<file path="src/logic/pps_pkg.sv">
// pps_pkg: constants and carrier types for the per-port phy control/status bank
// assumes a single switch system clock; all users import pps_pkg::*
package pps_pkg;

  // ==========================================================
  // register offsets (byte addresses in the switch register space)
  localparam logic [7:0] PPS_P1_CTL_OFS = 8'h2d;
  localparam logic [7:0] PPS_P1_STS_OFS = 8'h2e;
  localparam logic [7:0] PPS_P2_CTL_OFS = 8'h3d;
  localparam logic [7:0] PPS_P2_STS_OFS = 8'h3e;
  localparam logic [7:0] PPS_P3_CTL_OFS = 8'h4d;
  localparam logic [7:0] PPS_P4_CTL_OFS = 8'h5d;

  // ==========================================================
  // control register fields
  localparam int PPS_CTL_LED_OFF   = 7;
  localparam int PPS_CTL_TX_DIS    = 6;
  localparam int PPS_CTL_AN_RESTRT = 5;
  localparam int PPS_CTL_PWR_DOWN  = 3;
  localparam int PPS_CTL_XO_DIS    = 2;
  localparam int PPS_CTL_XO_FORCE  = 1;
  localparam int PPS_CTL_MAC_LOOP  = 0;

  localparam logic [7:0] PPS_CTL_PHY_MASK = 8'hef;
  localparam logic [7:0] PPS_CTL_MAC_MASK = 8'h01;
  localparam logic [7:0] PPS_CTL_RST      = 8'h00;
  localparam logic [7:0] PPS_STS_RST      = 8'h00;
  localparam logic [7:0] PPS_RDATA_NONE   = 8'h00;

  // ==========================================================
  // carriers
  typedef struct packed {
    logic       mdix;
    logic       an_done;
    logic       link_good;
    logic       lp_flow_ctl;
    logic       lp_100_full;
    logic       lp_100_half;
    logic       lp_10_full;
    logic       lp_10_half;
  } pps_phy_sts_t;

  typedef struct packed {
    logic       tx_disable;
    logic       an_restart;
    logic       power_down;
    logic       auto_mdix_disable;
    logic       crossover_force_select;
  } pps_phy_ctl_t;

  typedef struct packed {
    logic [7:0] addr;
    logic       wr;
    logic       rd;
    logic [7:0] wdata;
  } pps_reg_req_t;

endpackage : pps_pkg

</file>
<file path="src/logic/pps_port_regs.sv">
// pps_port_regs: control 6 register bank for ports 1..4, status 1 for ports 1..2
// assumes the serial management front end presents one-cycle read and
// write strobes on the internal register port, synchronous to clk_sys_i
//
// Operation
// led-blank bit 7 drives both port leds high, else leds follow port logic
// bit 6 disables the port transmitter while set
// writing one to restart bit starts negotiation, then the bit self-clears
// bit 3 holds the port in power-down while set
// bit 2 set disables automatic crossover; reset value zero keeps it on
// with crossover disabled, bit 1 selects mdi-x when one, mdi when zero
// port 1 bit 0 enables mac loopback with port 2 as monitor
// port 1 loopback turns frames at port 1 mac, out via port 2 or 1
// port 3/4 bit 0 enables mac loopback on that port, monitor port 2
// ports 3 and 4 control bits 7..1 are reserved
// status bit 6 reports auto-negotiation done
// status bit 5 reports link good
// status bit 4 reports partner flow-control capability
// status bit 3 reports partner 100bt full-duplex ability
// status bit 2 reports partner 100bt half-duplex ability
// status bit 1 reports partner 10bt full-duplex ability
// status bit 0 reports partner 10bt half-duplex ability
// reserved bits read zero, ignore writes; status reads zero after reset
`timescale 1ns/100ps

module pps_port_regs
  import pps_pkg::*;
#(
  parameter int NUM_PHY = 2
)(
  input  wire logic                       clk_sys_i,
  input  wire logic                       nrst_i,
  input  wire pps_reg_req_t               reg_req_i,
  output logic [7:0]                      reg_rdata_o,
  output logic                            reg_rvalid_o,
  input  wire pps_phy_sts_t [NUM_PHY-1:0] phy_sts_i,
  input  wire logic [NUM_PHY-1:0]         port_led_first_i,
  input  wire logic [NUM_PHY-1:0]         port_led_second_i,
  output logic [NUM_PHY-1:0]              port_led_first_o,
  output logic [NUM_PHY-1:0]              port_led_second_o,
  output pps_phy_ctl_t [NUM_PHY-1:0]      phy_ctl_o,
  output logic [3:0]                      mac_loop_en_o,
  output logic [3:0]                      mac_loop_monitor_o
);

  // ==========================================================
  // state
  typedef struct packed {
    logic [NUM_PHY-1:0][7:0] ctl;
    logic [1:0]              mac_ctl;
    logic [NUM_PHY-1:0][7:0] sts;
    logic [7:0]              rdata;
    logic                    rvalid;
    logic [NUM_PHY-1:0]      an_pulse;
    logic [NUM_PHY-1:0]      led_first;
    logic [NUM_PHY-1:0]      led_second;
  } pps_state_t;

  pps_state_t state_r;
  pps_state_t state_nxt;

  // ==========================================================
  // helpers
  function automatic logic [7:0] pps_ctl_ofs(input int port);
    return (port == 0) ? PPS_P1_CTL_OFS : PPS_P2_CTL_OFS;
  endfunction : pps_ctl_ofs

  function automatic logic [7:0] pps_sts_ofs(input int port);
    return (port == 0) ? PPS_P1_STS_OFS : PPS_P2_STS_OFS;
  endfunction : pps_sts_ofs

  // ==========================================================
  // next state
  always_comb
  begin
    state_nxt        = state_r;
    state_nxt.rvalid = reg_req_i.rd;
    state_nxt.rdata  = PPS_RDATA_NONE;

    for (int p = 0; p < NUM_PHY; p++)
    begin
      // status is resampled every cycle so software sees live port state
      state_nxt.sts[p] = phy_sts_i[p];
      // one cycle of restart bit launches negotiation and clears the bit
      state_nxt.an_pulse[p] = state_r.ctl[p][PPS_CTL_AN_RESTRT];
      state_nxt.ctl[p][PPS_CTL_AN_RESTRT] = 1'b0;
      if (reg_req_i.wr && reg_req_i.addr == pps_ctl_ofs(p))
      begin
        // reserved bit 4 is masked off
        state_nxt.ctl[p] = reg_req_i.wdata & PPS_CTL_PHY_MASK;
      end
      if (reg_req_i.rd && reg_req_i.addr == pps_ctl_ofs(p))
      begin
        state_nxt.rdata = state_r.ctl[p];
      end
      if (reg_req_i.rd && reg_req_i.addr == pps_sts_ofs(p))
      begin
        state_nxt.rdata = state_r.sts[p];
      end
      // blanking forces both pins high, the off level of the leds
      state_nxt.led_first[p]  = port_led_first_i[p]
                                | state_r.ctl[p][PPS_CTL_LED_OFF];
      state_nxt.led_second[p] = port_led_second_i[p]
                                | state_r.ctl[p][PPS_CTL_LED_OFF];
    end

    if (reg_req_i.wr && reg_req_i.addr == PPS_P3_CTL_OFS)
    begin
      state_nxt.mac_ctl[0] = reg_req_i.wdata[PPS_CTL_MAC_LOOP];
    end
    if (reg_req_i.wr && reg_req_i.addr == PPS_P4_CTL_OFS)
    begin
      state_nxt.mac_ctl[1] = reg_req_i.wdata[PPS_CTL_MAC_LOOP];
    end
    if (reg_req_i.rd && reg_req_i.addr == PPS_P3_CTL_OFS)
    begin
      state_nxt.rdata = {7'b000_0000, state_r.mac_ctl[0]} & PPS_CTL_MAC_MASK;
    end
    if (reg_req_i.rd && reg_req_i.addr == PPS_P4_CTL_OFS)
    begin
      state_nxt.rdata = {7'b000_0000, state_r.mac_ctl[1]} & PPS_CTL_MAC_MASK;
    end
  end

  // ==========================================================
  // state register
  always_ff @(posedge clk_sys_i or negedge nrst_i)
  begin
    if (!nrst_i)
    begin
      for (int p = 0; p < NUM_PHY; p++)
      begin
        state_r.ctl[p] <= PPS_CTL_RST;
        state_r.sts[p] <= PPS_STS_RST;
      end
      state_r.mac_ctl    <= '0;
      state_r.rdata      <= PPS_RDATA_NONE;
      state_r.rvalid     <= 1'b0;
      state_r.an_pulse   <= '0;
      state_r.led_first  <= '1;
      state_r.led_second <= '1;
    end
    else
    begin
      state_r <= state_nxt;
    end
  end

  // ==========================================================
  // outputs, all taken from state flops
  always_comb
  begin
    for (int p = 0; p < NUM_PHY; p++)
    begin
      phy_ctl_o[p].tx_disable        = state_r.ctl[p][PPS_CTL_TX_DIS];
      phy_ctl_o[p].an_restart        = state_r.an_pulse[p];
      phy_ctl_o[p].power_down        = state_r.ctl[p][PPS_CTL_PWR_DOWN];
      phy_ctl_o[p].auto_mdix_disable = state_r.ctl[p][PPS_CTL_XO_DIS];
      // force select only matters while auto crossover is off
      phy_ctl_o[p].crossover_force_select = state_r.ctl[p][PPS_CTL_XO_FORCE];
    end
  end

  assign port_led_first_o  = state_r.led_first;
  assign port_led_second_o = state_r.led_second;
  assign reg_rdata_o       = state_r.rdata;
  assign reg_rvalid_o      = state_r.rvalid;

  // port 1 loop returns via port 2; port 2 loop has no documented monitor
  assign mac_loop_en_o = {state_r.mac_ctl[1], state_r.mac_ctl[0],
                          state_r.ctl[1][PPS_CTL_MAC_LOOP],
                          state_r.ctl[0][PPS_CTL_MAC_LOOP]};
  // port 2 becomes monitor whenever port 1, 3 or 4 loops
  assign mac_loop_monitor_o = {2'b00,
                               state_r.ctl[0][PPS_CTL_MAC_LOOP]
                               | state_r.mac_ctl[0] | state_r.mac_ctl[1],
                               1'b0};

endmodule : pps_port_regs

</file>
<file path="config.mk">
export PLATFORM = sky130hd
export DESIGN_NAME = pps_port_regs
export DESIGN_NICKNAME = d
export VERILOG_FILES = /design/src/logic/pps_pkg.sv /design/src/logic/pps_port_regs.sv
export SDC_FILE = /design/constraint.sdc
export NUM_CORES = 1
export LEC_CHECK = 0
export BUFFER_PORTS_ARGS = -buffer_cell sky130_fd_sc_hd__buf_2
export CAP_MARGIN = 25
export CORE_MARGIN = 2
export CORE_UTILIZATION = 54
export CTS_CLUSTER_SIZE = 30
export DETAILED_ROUTE_END_ITERATION = 7
export PLACE_DENSITY = 0.83
export SETUP_SLACK_MARGIN = 0.4
export SKIP_CTS_REPAIR_TIMING = 1
export SYNTH_ARGS = -nofsm -noshare
export SYNTH_HDL_FRONTEND = slang
export SYNTH_SLANG_ARGS = --single-unit
</file>
<file path="constraint.sdc">
create_clock -name clk_sys_i -period 1.7 [get_ports clk_sys_i]
set_input_delay 0.17 -clock clk_sys_i [delete_from_list [all_inputs] [get_ports clk_sys_i]]
set_output_delay 0.17 -clock clk_sys_i [all_outputs]
set_load 0.02 [all_outputs]
</file>
==> reports/qor.yml, run 1 <==
run_status: "completed"
die-area_um2: 4470
min_path_cells: 1
synth_top_cell_area_share_pct: 50.4
numCtsBuffers: 5
clk_pin_slew_ps: 80
synth_area_leaders: "dfrtp_1 (50%), buf_4 (10%), mux2_4 (8.4%)"
core_area_um2: 3720
finalHoldViolCount: 0
start_kind: "flop"
drive_gt1_share_pct: 48.8
ant_nets: 0
drt-initial-drc-count: 41
viasPerCell: 4.98
routedWlPerCell_um: 15.3
cap_viol_max_count: 0
worstReg2RegStart: "phy_ctl_o[2]"
total_power_uw: 2230
row_count: 22
powerDensity_nw_per_um2: 859
clockBufferDepth: 2
grt_pass1_wl_um: 6090
clock-root-buffer: "clkbuf_8"
yosysSeqAreaShare_pct: 55.4
rr_worst_depth: 2
worstSkewPairLatency_ps: 310
yosysWarnings: 0
place_hpwl_um: 2750
num_io_pins: 71
hp-start: "reg_req_i[8]"
yosys.area.top_type: "dfrtp_1"
grt_pass1_vias: 1288
fmax_mhz: 705
cts_sinks: 47
min_to: "reg_rvalid_o"
die_height_um: 66.9
r2r_slack_ps: 640
avgSynthCellArea_um2: 13.9
grt_overflow: 0
maxSlewViolCount: 0
fin_crit_ps: 1420
path_class: "flop to primary output"
setup_viol: 0
rsz0062_at_grt: "yes"
p_leak_uw: 0.00135
io_buffers: 66
r2r_end: "reg_rdata_o[3]"
holdWs_ps: 24.1
fin_skew_ps: 6.92
netlist_area_um2: 2130
grt_max_degree: 31
diodes: 0
syn_inst: 154
drc: 0
nets: 257
antenna_found_initial: 0
cp_max_fo: 3
tns_ps: 0
end_kind: "primary output"
hp-class: "primary input to flop"
dr_total_vias: 1321
htreeDepth: 2
drt_pass1_iterations: 4
finalCritPeriodShare_pct: 83.5
grt_usage_pct: 19.7
post_synth_num_cell_types: 37
place.gp.congestion: 0.755
ys_ff_latch: 47
syn_to_final_growth_pct: 21.6
routed_wl_um: 4050
worstPathArrival_ps: 1250
cp_data_required_time_ps: 1530
die_w_um: 66.9
initial_core_util_pct: 57.4
ir_drop_uv: 584
cts_tree: "built"
-- cell type report --
class / count / area (um2)
Timing Repair Buffer: 86 / 542
Clock buffer: 6 / 72.6
Clock inverter: 1 / 30.0
Multi-Input combinational cell: 74 / 697
Sequential cell: 47 / 1180
Fill cell: 278 / 1120
Tap cell: 48 / 60.1
Inverter: 3 / 11.3
-- sequential cells by signal, summed over array words and instances (netlist names) --
| name | cells |
|---|---|
| mac_loop_en_o | 4 |
| phy_ctl_o | 10 |
| port_led_first_o | 2 |
| port_led_second_o | 2 |
| reg_rdata_o | 8 |
| reg_rvalid_o | 1 |
| state_nxt | 2 |
| state_r | 18 |
-- cells by family after synthesis --
logic type             synth area share, %
and+or+nand+nor                       11.9
buffers and inverters                 12.3
AOI/OAI and AO/OA                     7.62
muxes                                 12.6
other                                0.176
DFF                                   55.4
-- cell usage after synthesis (all sizes together) --
cell / number
mux2: 19
nor3b: 2
dfrtp: 43
inv: 3
nand2b: 1
or2: 4
nor2: 5
o22a: 4
o2bb2ai: 1
and3: 4
a211oi: 4
a22oi: 1
nor2b: 1
dfstp: 4
nand4: 1
o221a: 4
o311ai: 1
conb: 1
mux2i: 1
and2b: 2
and4: 1
o21ai: 4
or2b: 1
or3: 1
buf: 31
nor4: 1
clkbuf: 1
nand2: 2
o21a: 1
nand3: 5
-- cells in the final DEF (no fill, tap or decap), drive strengths merged, types with 2 or more instances in the layout --
master and instances:
buf 69, dfrtp 43, mux2 19, dlygate4sd3 17, clkbuf 6, nand3 5
nor2 5, and3 4, a211oi 4, o22a 4, o221a 4, or2 4
dfstp 4, o21ai 4, inv 3, conb 3, and2b 2, nand2 2
nor3b 2
-- worst max-delay path by stage --
stage	from	slack [ps]	to	depth (start not counted)
6_report	mac_loop_en_o[0]	280	mac_loop_monitor_o[1]	2
5_1_grt	mac_loop_en_o[0]	220	mac_loop_monitor_o[1]	2
4_1_cts	mac_loop_en_o[0]	250	mac_loop_monitor_o[1]	2
3_5_place_dp	reg_req_i[10]	280	reg_rdata_o[3]	5
3_3_place_gp	reg_req_i[17]	300	mac_loop_en_o[1]	4
2_1_floorplan	reg_req_i[10]	440	reg_rdata_o[2]	5
-- per-stage QoR --
step / setup slack (ps) / util, % / cells / cell area (um2)
after global placement: 299 / 62.1 / 240 / 2310
after floorplan: 444 / - / 156 / 2140
after global routing: 220 / 69.8 / 265 / 2590
after CTS: 252 / 64.8 / 247 / 2410
final: 281 / 69.8 / 265 / 2590
after detailed placement: 275 / 62.1 / 240 / 2310
-- per-layer routing --
metal,routed length (um),vias up,global-route usage [%]
met5,0,-,0
met4,75,0,8.67
met3,326,7,7.77
met2,1940,55,30.8
met1,1710,628,24.2
li1,-,631,-
-- critical path, cell delays in order, from the launching register on --
cell     delay [ps]
dfrtp_1         410
or3_1           390
buf_6           140
-- where the power goes --
group	leakage [uW]	switching (uW)	internal [uW]	total, uW
sequential	0.000601	21.9	1160	1180
combinational	0.000700	135	132	268
clock	0.0000513	346	431	777
Power figures use the tool's default switching activity.
==> run 2, diff against run 1 <==
--- a/config.mk
+++ b/config.mk
@@ -5,13 +5,14 @@
 export SDC_FILE = /design/constraint.sdc
 export NUM_CORES = 1
 export LEC_CHECK = 0
+export ABC_AREA = 1
 export BUFFER_PORTS_ARGS = -buffer_cell sky130_fd_sc_hd__buf_2
 export CAP_MARGIN = 25
 export CORE_MARGIN = 2
-export CORE_UTILIZATION = 54
+export CORE_UTILIZATION = 45
 export CTS_CLUSTER_SIZE = 30
 export DETAILED_ROUTE_END_ITERATION = 7
-export PLACE_DENSITY = 0.83
+export PLACE_DENSITY = 0.73
 export SETUP_SLACK_MARGIN = 0.4
 export SKIP_CTS_REPAIR_TIMING = 1
 export SYNTH_ARGS = -nofsm -noshare
==> constraint.sdc (replaced) <==
create_clock -name clk_sys_i -period 1.2 [get_ports clk_sys_i]
set_input_delay 0.12 -clock clk_sys_i [delete_from_list [all_inputs] [get_ports clk_sys_i]]
set_output_delay 0.12 -clock clk_sys_i [all_outputs]
set_load 0.02 [all_outputs]
==> run 2 against run 1 <==
  * Setup slack worse by 270 ps
  * Final cell count up 39%
  * Clock-buffer cell count unchanged
  * Final area increased by 26%
  * Wire length is 36% higher
  * Die area grew 20%
  * Critical path depth grew 1
  * Sequential cell count unchanged
  * Non-clock buffer count rose by 20
==> reports/qor.yml, run 2 <==
grt_max_degree: 48  # +55%
grt_use_met3_pct: 3.31  # -4.5 points
run_status: "completed"
rsz0062_at_grt: "yes"
ant_nets: 0  # unchanged
syn_to_final_growth_pct: 52.4
hp-class: "primary input to flop"
async_reset_ff_share_pct: 100  # unchanged
core_area_um2: 4660  # +25%
hp-start: "port_led_first_i[1]"
post_synth_num_cell_types: 28  # -24%
start_kind: "flop"
use_met2_pct: 28.1  # -2.6 points
htreeDepth: 2  # unchanged
place.gp.congestion: 0.802  # +6.2%
finish.instance_area_um2: 3280  # +26%
finalHoldViolCount: 0  # unchanged
finalCritPeriodShare_pct: 98.7
crit_start: "mac_loop_en_o[3]"
drive_gt1_share_pct: 49.0  # +0.20 points
setup_viol: 0  # unchanged
fin_skew_ps: 8.79  # +1.87 ps
final_common_cell: "dfrtp_1"
fmax_mhz: 844
antenna_found_initial: 0  # unchanged
row_count: 25  # +14%
cts_tree: "built"
place_hpwl_um: 3180  # +16%
ir_drop_uv: 862  # +48%
yosysWarnings: 0  # unchanged
yosysSeqAreaShare_pct: 54.9  # -0.42 points
p_leak_uw: 0.00173  # +28%
routed_wl_um: 5510  # +36%
fin_cells: 368  # +39%
dp_slack_ps: -68.2  # -343 ps
viasPerCell: 4.93  # -1.1%
diodes: 0  # unchanged
grt_overflow: 0  # unchanged
dr_total_vias: 1815  # +37%
synth_edf_count: 0  # unchanged
grt_pass1_wl_um: 6730  # +11%
worstPathArrival_ps: 1060  # -190 ps
maxSlewViolCount: 0  # unchanged
final_cell_mix: "dfrtp_1 (43), nand2_1 (38), buf_6 (33)"
fin_crit_ps: 1180
synth_common_cells: "nand2_1 (46), dfrtp_1 (43), buf_4 (29)"
setup_slack_ps: 15.1  # -266 ps
die-area_um2: 5350  # +20%
syn_inst: 227  # +47%
top_usage_layer: "met2"
drt_pass1_iterations: 4  # unchanged
yosys.area.top_type: "dfrtp_1"
die_w_um: 73.1  # +9.4%
cts_sinks: 47  # unchanged
clk_pin_slew_ps: 90  # about the same
io_buffers: 66  # unchanged
path_class: "flop to primary output"
synth_top_cell_area_share_pct: 50.1  # -0.38 points
synth_area_leaders: "dfrtp_1 (50%), buf_4 (10%), nand2_1 (8.0%)"
numCtsBuffers: 5  # unchanged
dpl-instance-area_um2: 2460  # +6.5%
initial_core_util_pct: 46.1  # -11 points
ys_ff_latch: 47  # unchanged
drt-initial-drc-count: 130  # +220%
clock-root-buffer: "clkbuf_8"
powerDensity_nw_per_um2: 1040  # +21%
end_kind: "primary output"
cap_viol_max_count: 0  # unchanged
worstReg2RegStart: "mac_loop_en_o[0]"
nets: 353  # +37%
netlist_area_um2: 2150  # +0.76%
dp_cells: 324  # +35%
drc: 0  # unchanged
largest_reg_flops: 18  # unchanged
cp_max_fo: 4  # +1
avgSynthCellArea_um2: 9.47  # -32%
yosysMostFrequentCell: "nand2_1"
grt_usage_pct: 16.6  # -3.2 points
use_met1_pct: 21.1  # -3.2 points
total_power_uw: 3410  # +53%
clockBufferDepth: 2  # unchanged
routedWlPerCell_um: 15.0  # -2.1%
grt_pass1_vias: 1468  # +14%
num_io_pins: 71  # unchanged
cp_data_required_time_ps: 1080  # -450 ps
die_height_um: 73.1  # +9.4%
regMostFlops: "state_r"
worstSkewPairLatency_ps: 300  # about the same
yosys_most_used_dff: "dfrtp_1"
run 2: changes by cell type in the layout (fill, tap and decap cells not counted), moves of 7 or more:
cell     before  now
buf_2        65   32
buf_4         2   20
buf_6         1   33
inv_1         3   14
mux2_1        7    0
mux2_4       12    0
nand2_1       2   38
nand2_4       0    9
nor2_1        3   13
o21ai_1       2   12
run 2: path summary, 6_finish.rpt:
kind                                         end  slack, ps  depth (start not counted)
min                          port_led_first_o[1]          7                          2
min reg2reg                         phy_ctl_o[8]        390                          0
max reg2reg                       reg_rdata_o[0]        190                          7
max                        mac_loop_monitor_o[1]         20                          3
min in group asynchronous           phy_ctl_o[3]        330                          3
max in group asynchronous   port_led_second_o[0]        610                          3
run 2: area by class of cell:
class                      instances  area [um2]
clock inverter                     2        35.0
timing repair buffer             106         920
multi-input combinational        130         865
tap                               54        67.6
inverter                          23         126
fill                             321        1380
sequential                        47        1180
clock buffer                       6        82.6
run 2: where the power goes:
group / leakage [uW] / internal [uW] / total (uW) / switching (uW)
Sequential: 0.000600 / 1650 / 1690 / 42.9
Combinational: 0.00107 / 263 / 520 / 257
Clock: 0.0000612 / 674 / 1200 / 527
Total: 0.00173 / 2590 / 3410 / 827
run 2: per-layer routing:
layer	vias up	wire length, um	part of all wire, %
li1	856	-	-
met1	894	2160	39
met2	50	3010	55
met3	15	201	3.6
met4	0	136	2.5
met5	-	0	0
run 2: kinds of logic (layout without fill, tap and decap cells):
logic type             after synthesis  count (layout)  synth area share [%]
and+or+nand+nor                     95              98                  22.3
AOI/OAI and AO/OA                   29              29                  7.45
other                                1               3                 0.174
DFF                                 47              47                  54.9
buffers and inverters               55             137                  15.1
run 2: critical path, stage by stage (launching register included):
cell,delay (ps)
dfrtp_1,420
nor2_1,140
nand2_1,80
buf_6,130
run 2: metrics by stage:
step | TNS, ps | hold slack [ps] | util [%]
5_1_grt | -40.4 | -0.749 | 70.3
6_report | 0 | 7.08 | 70.3
2_1_floorplan | 0 | -176 | -
3_3_place_gp | -86.1 | 117 | 52.7
4_1_cts | 0 | -199 | 55.2
3_5_place_dp | -419 | 121 | 52.7
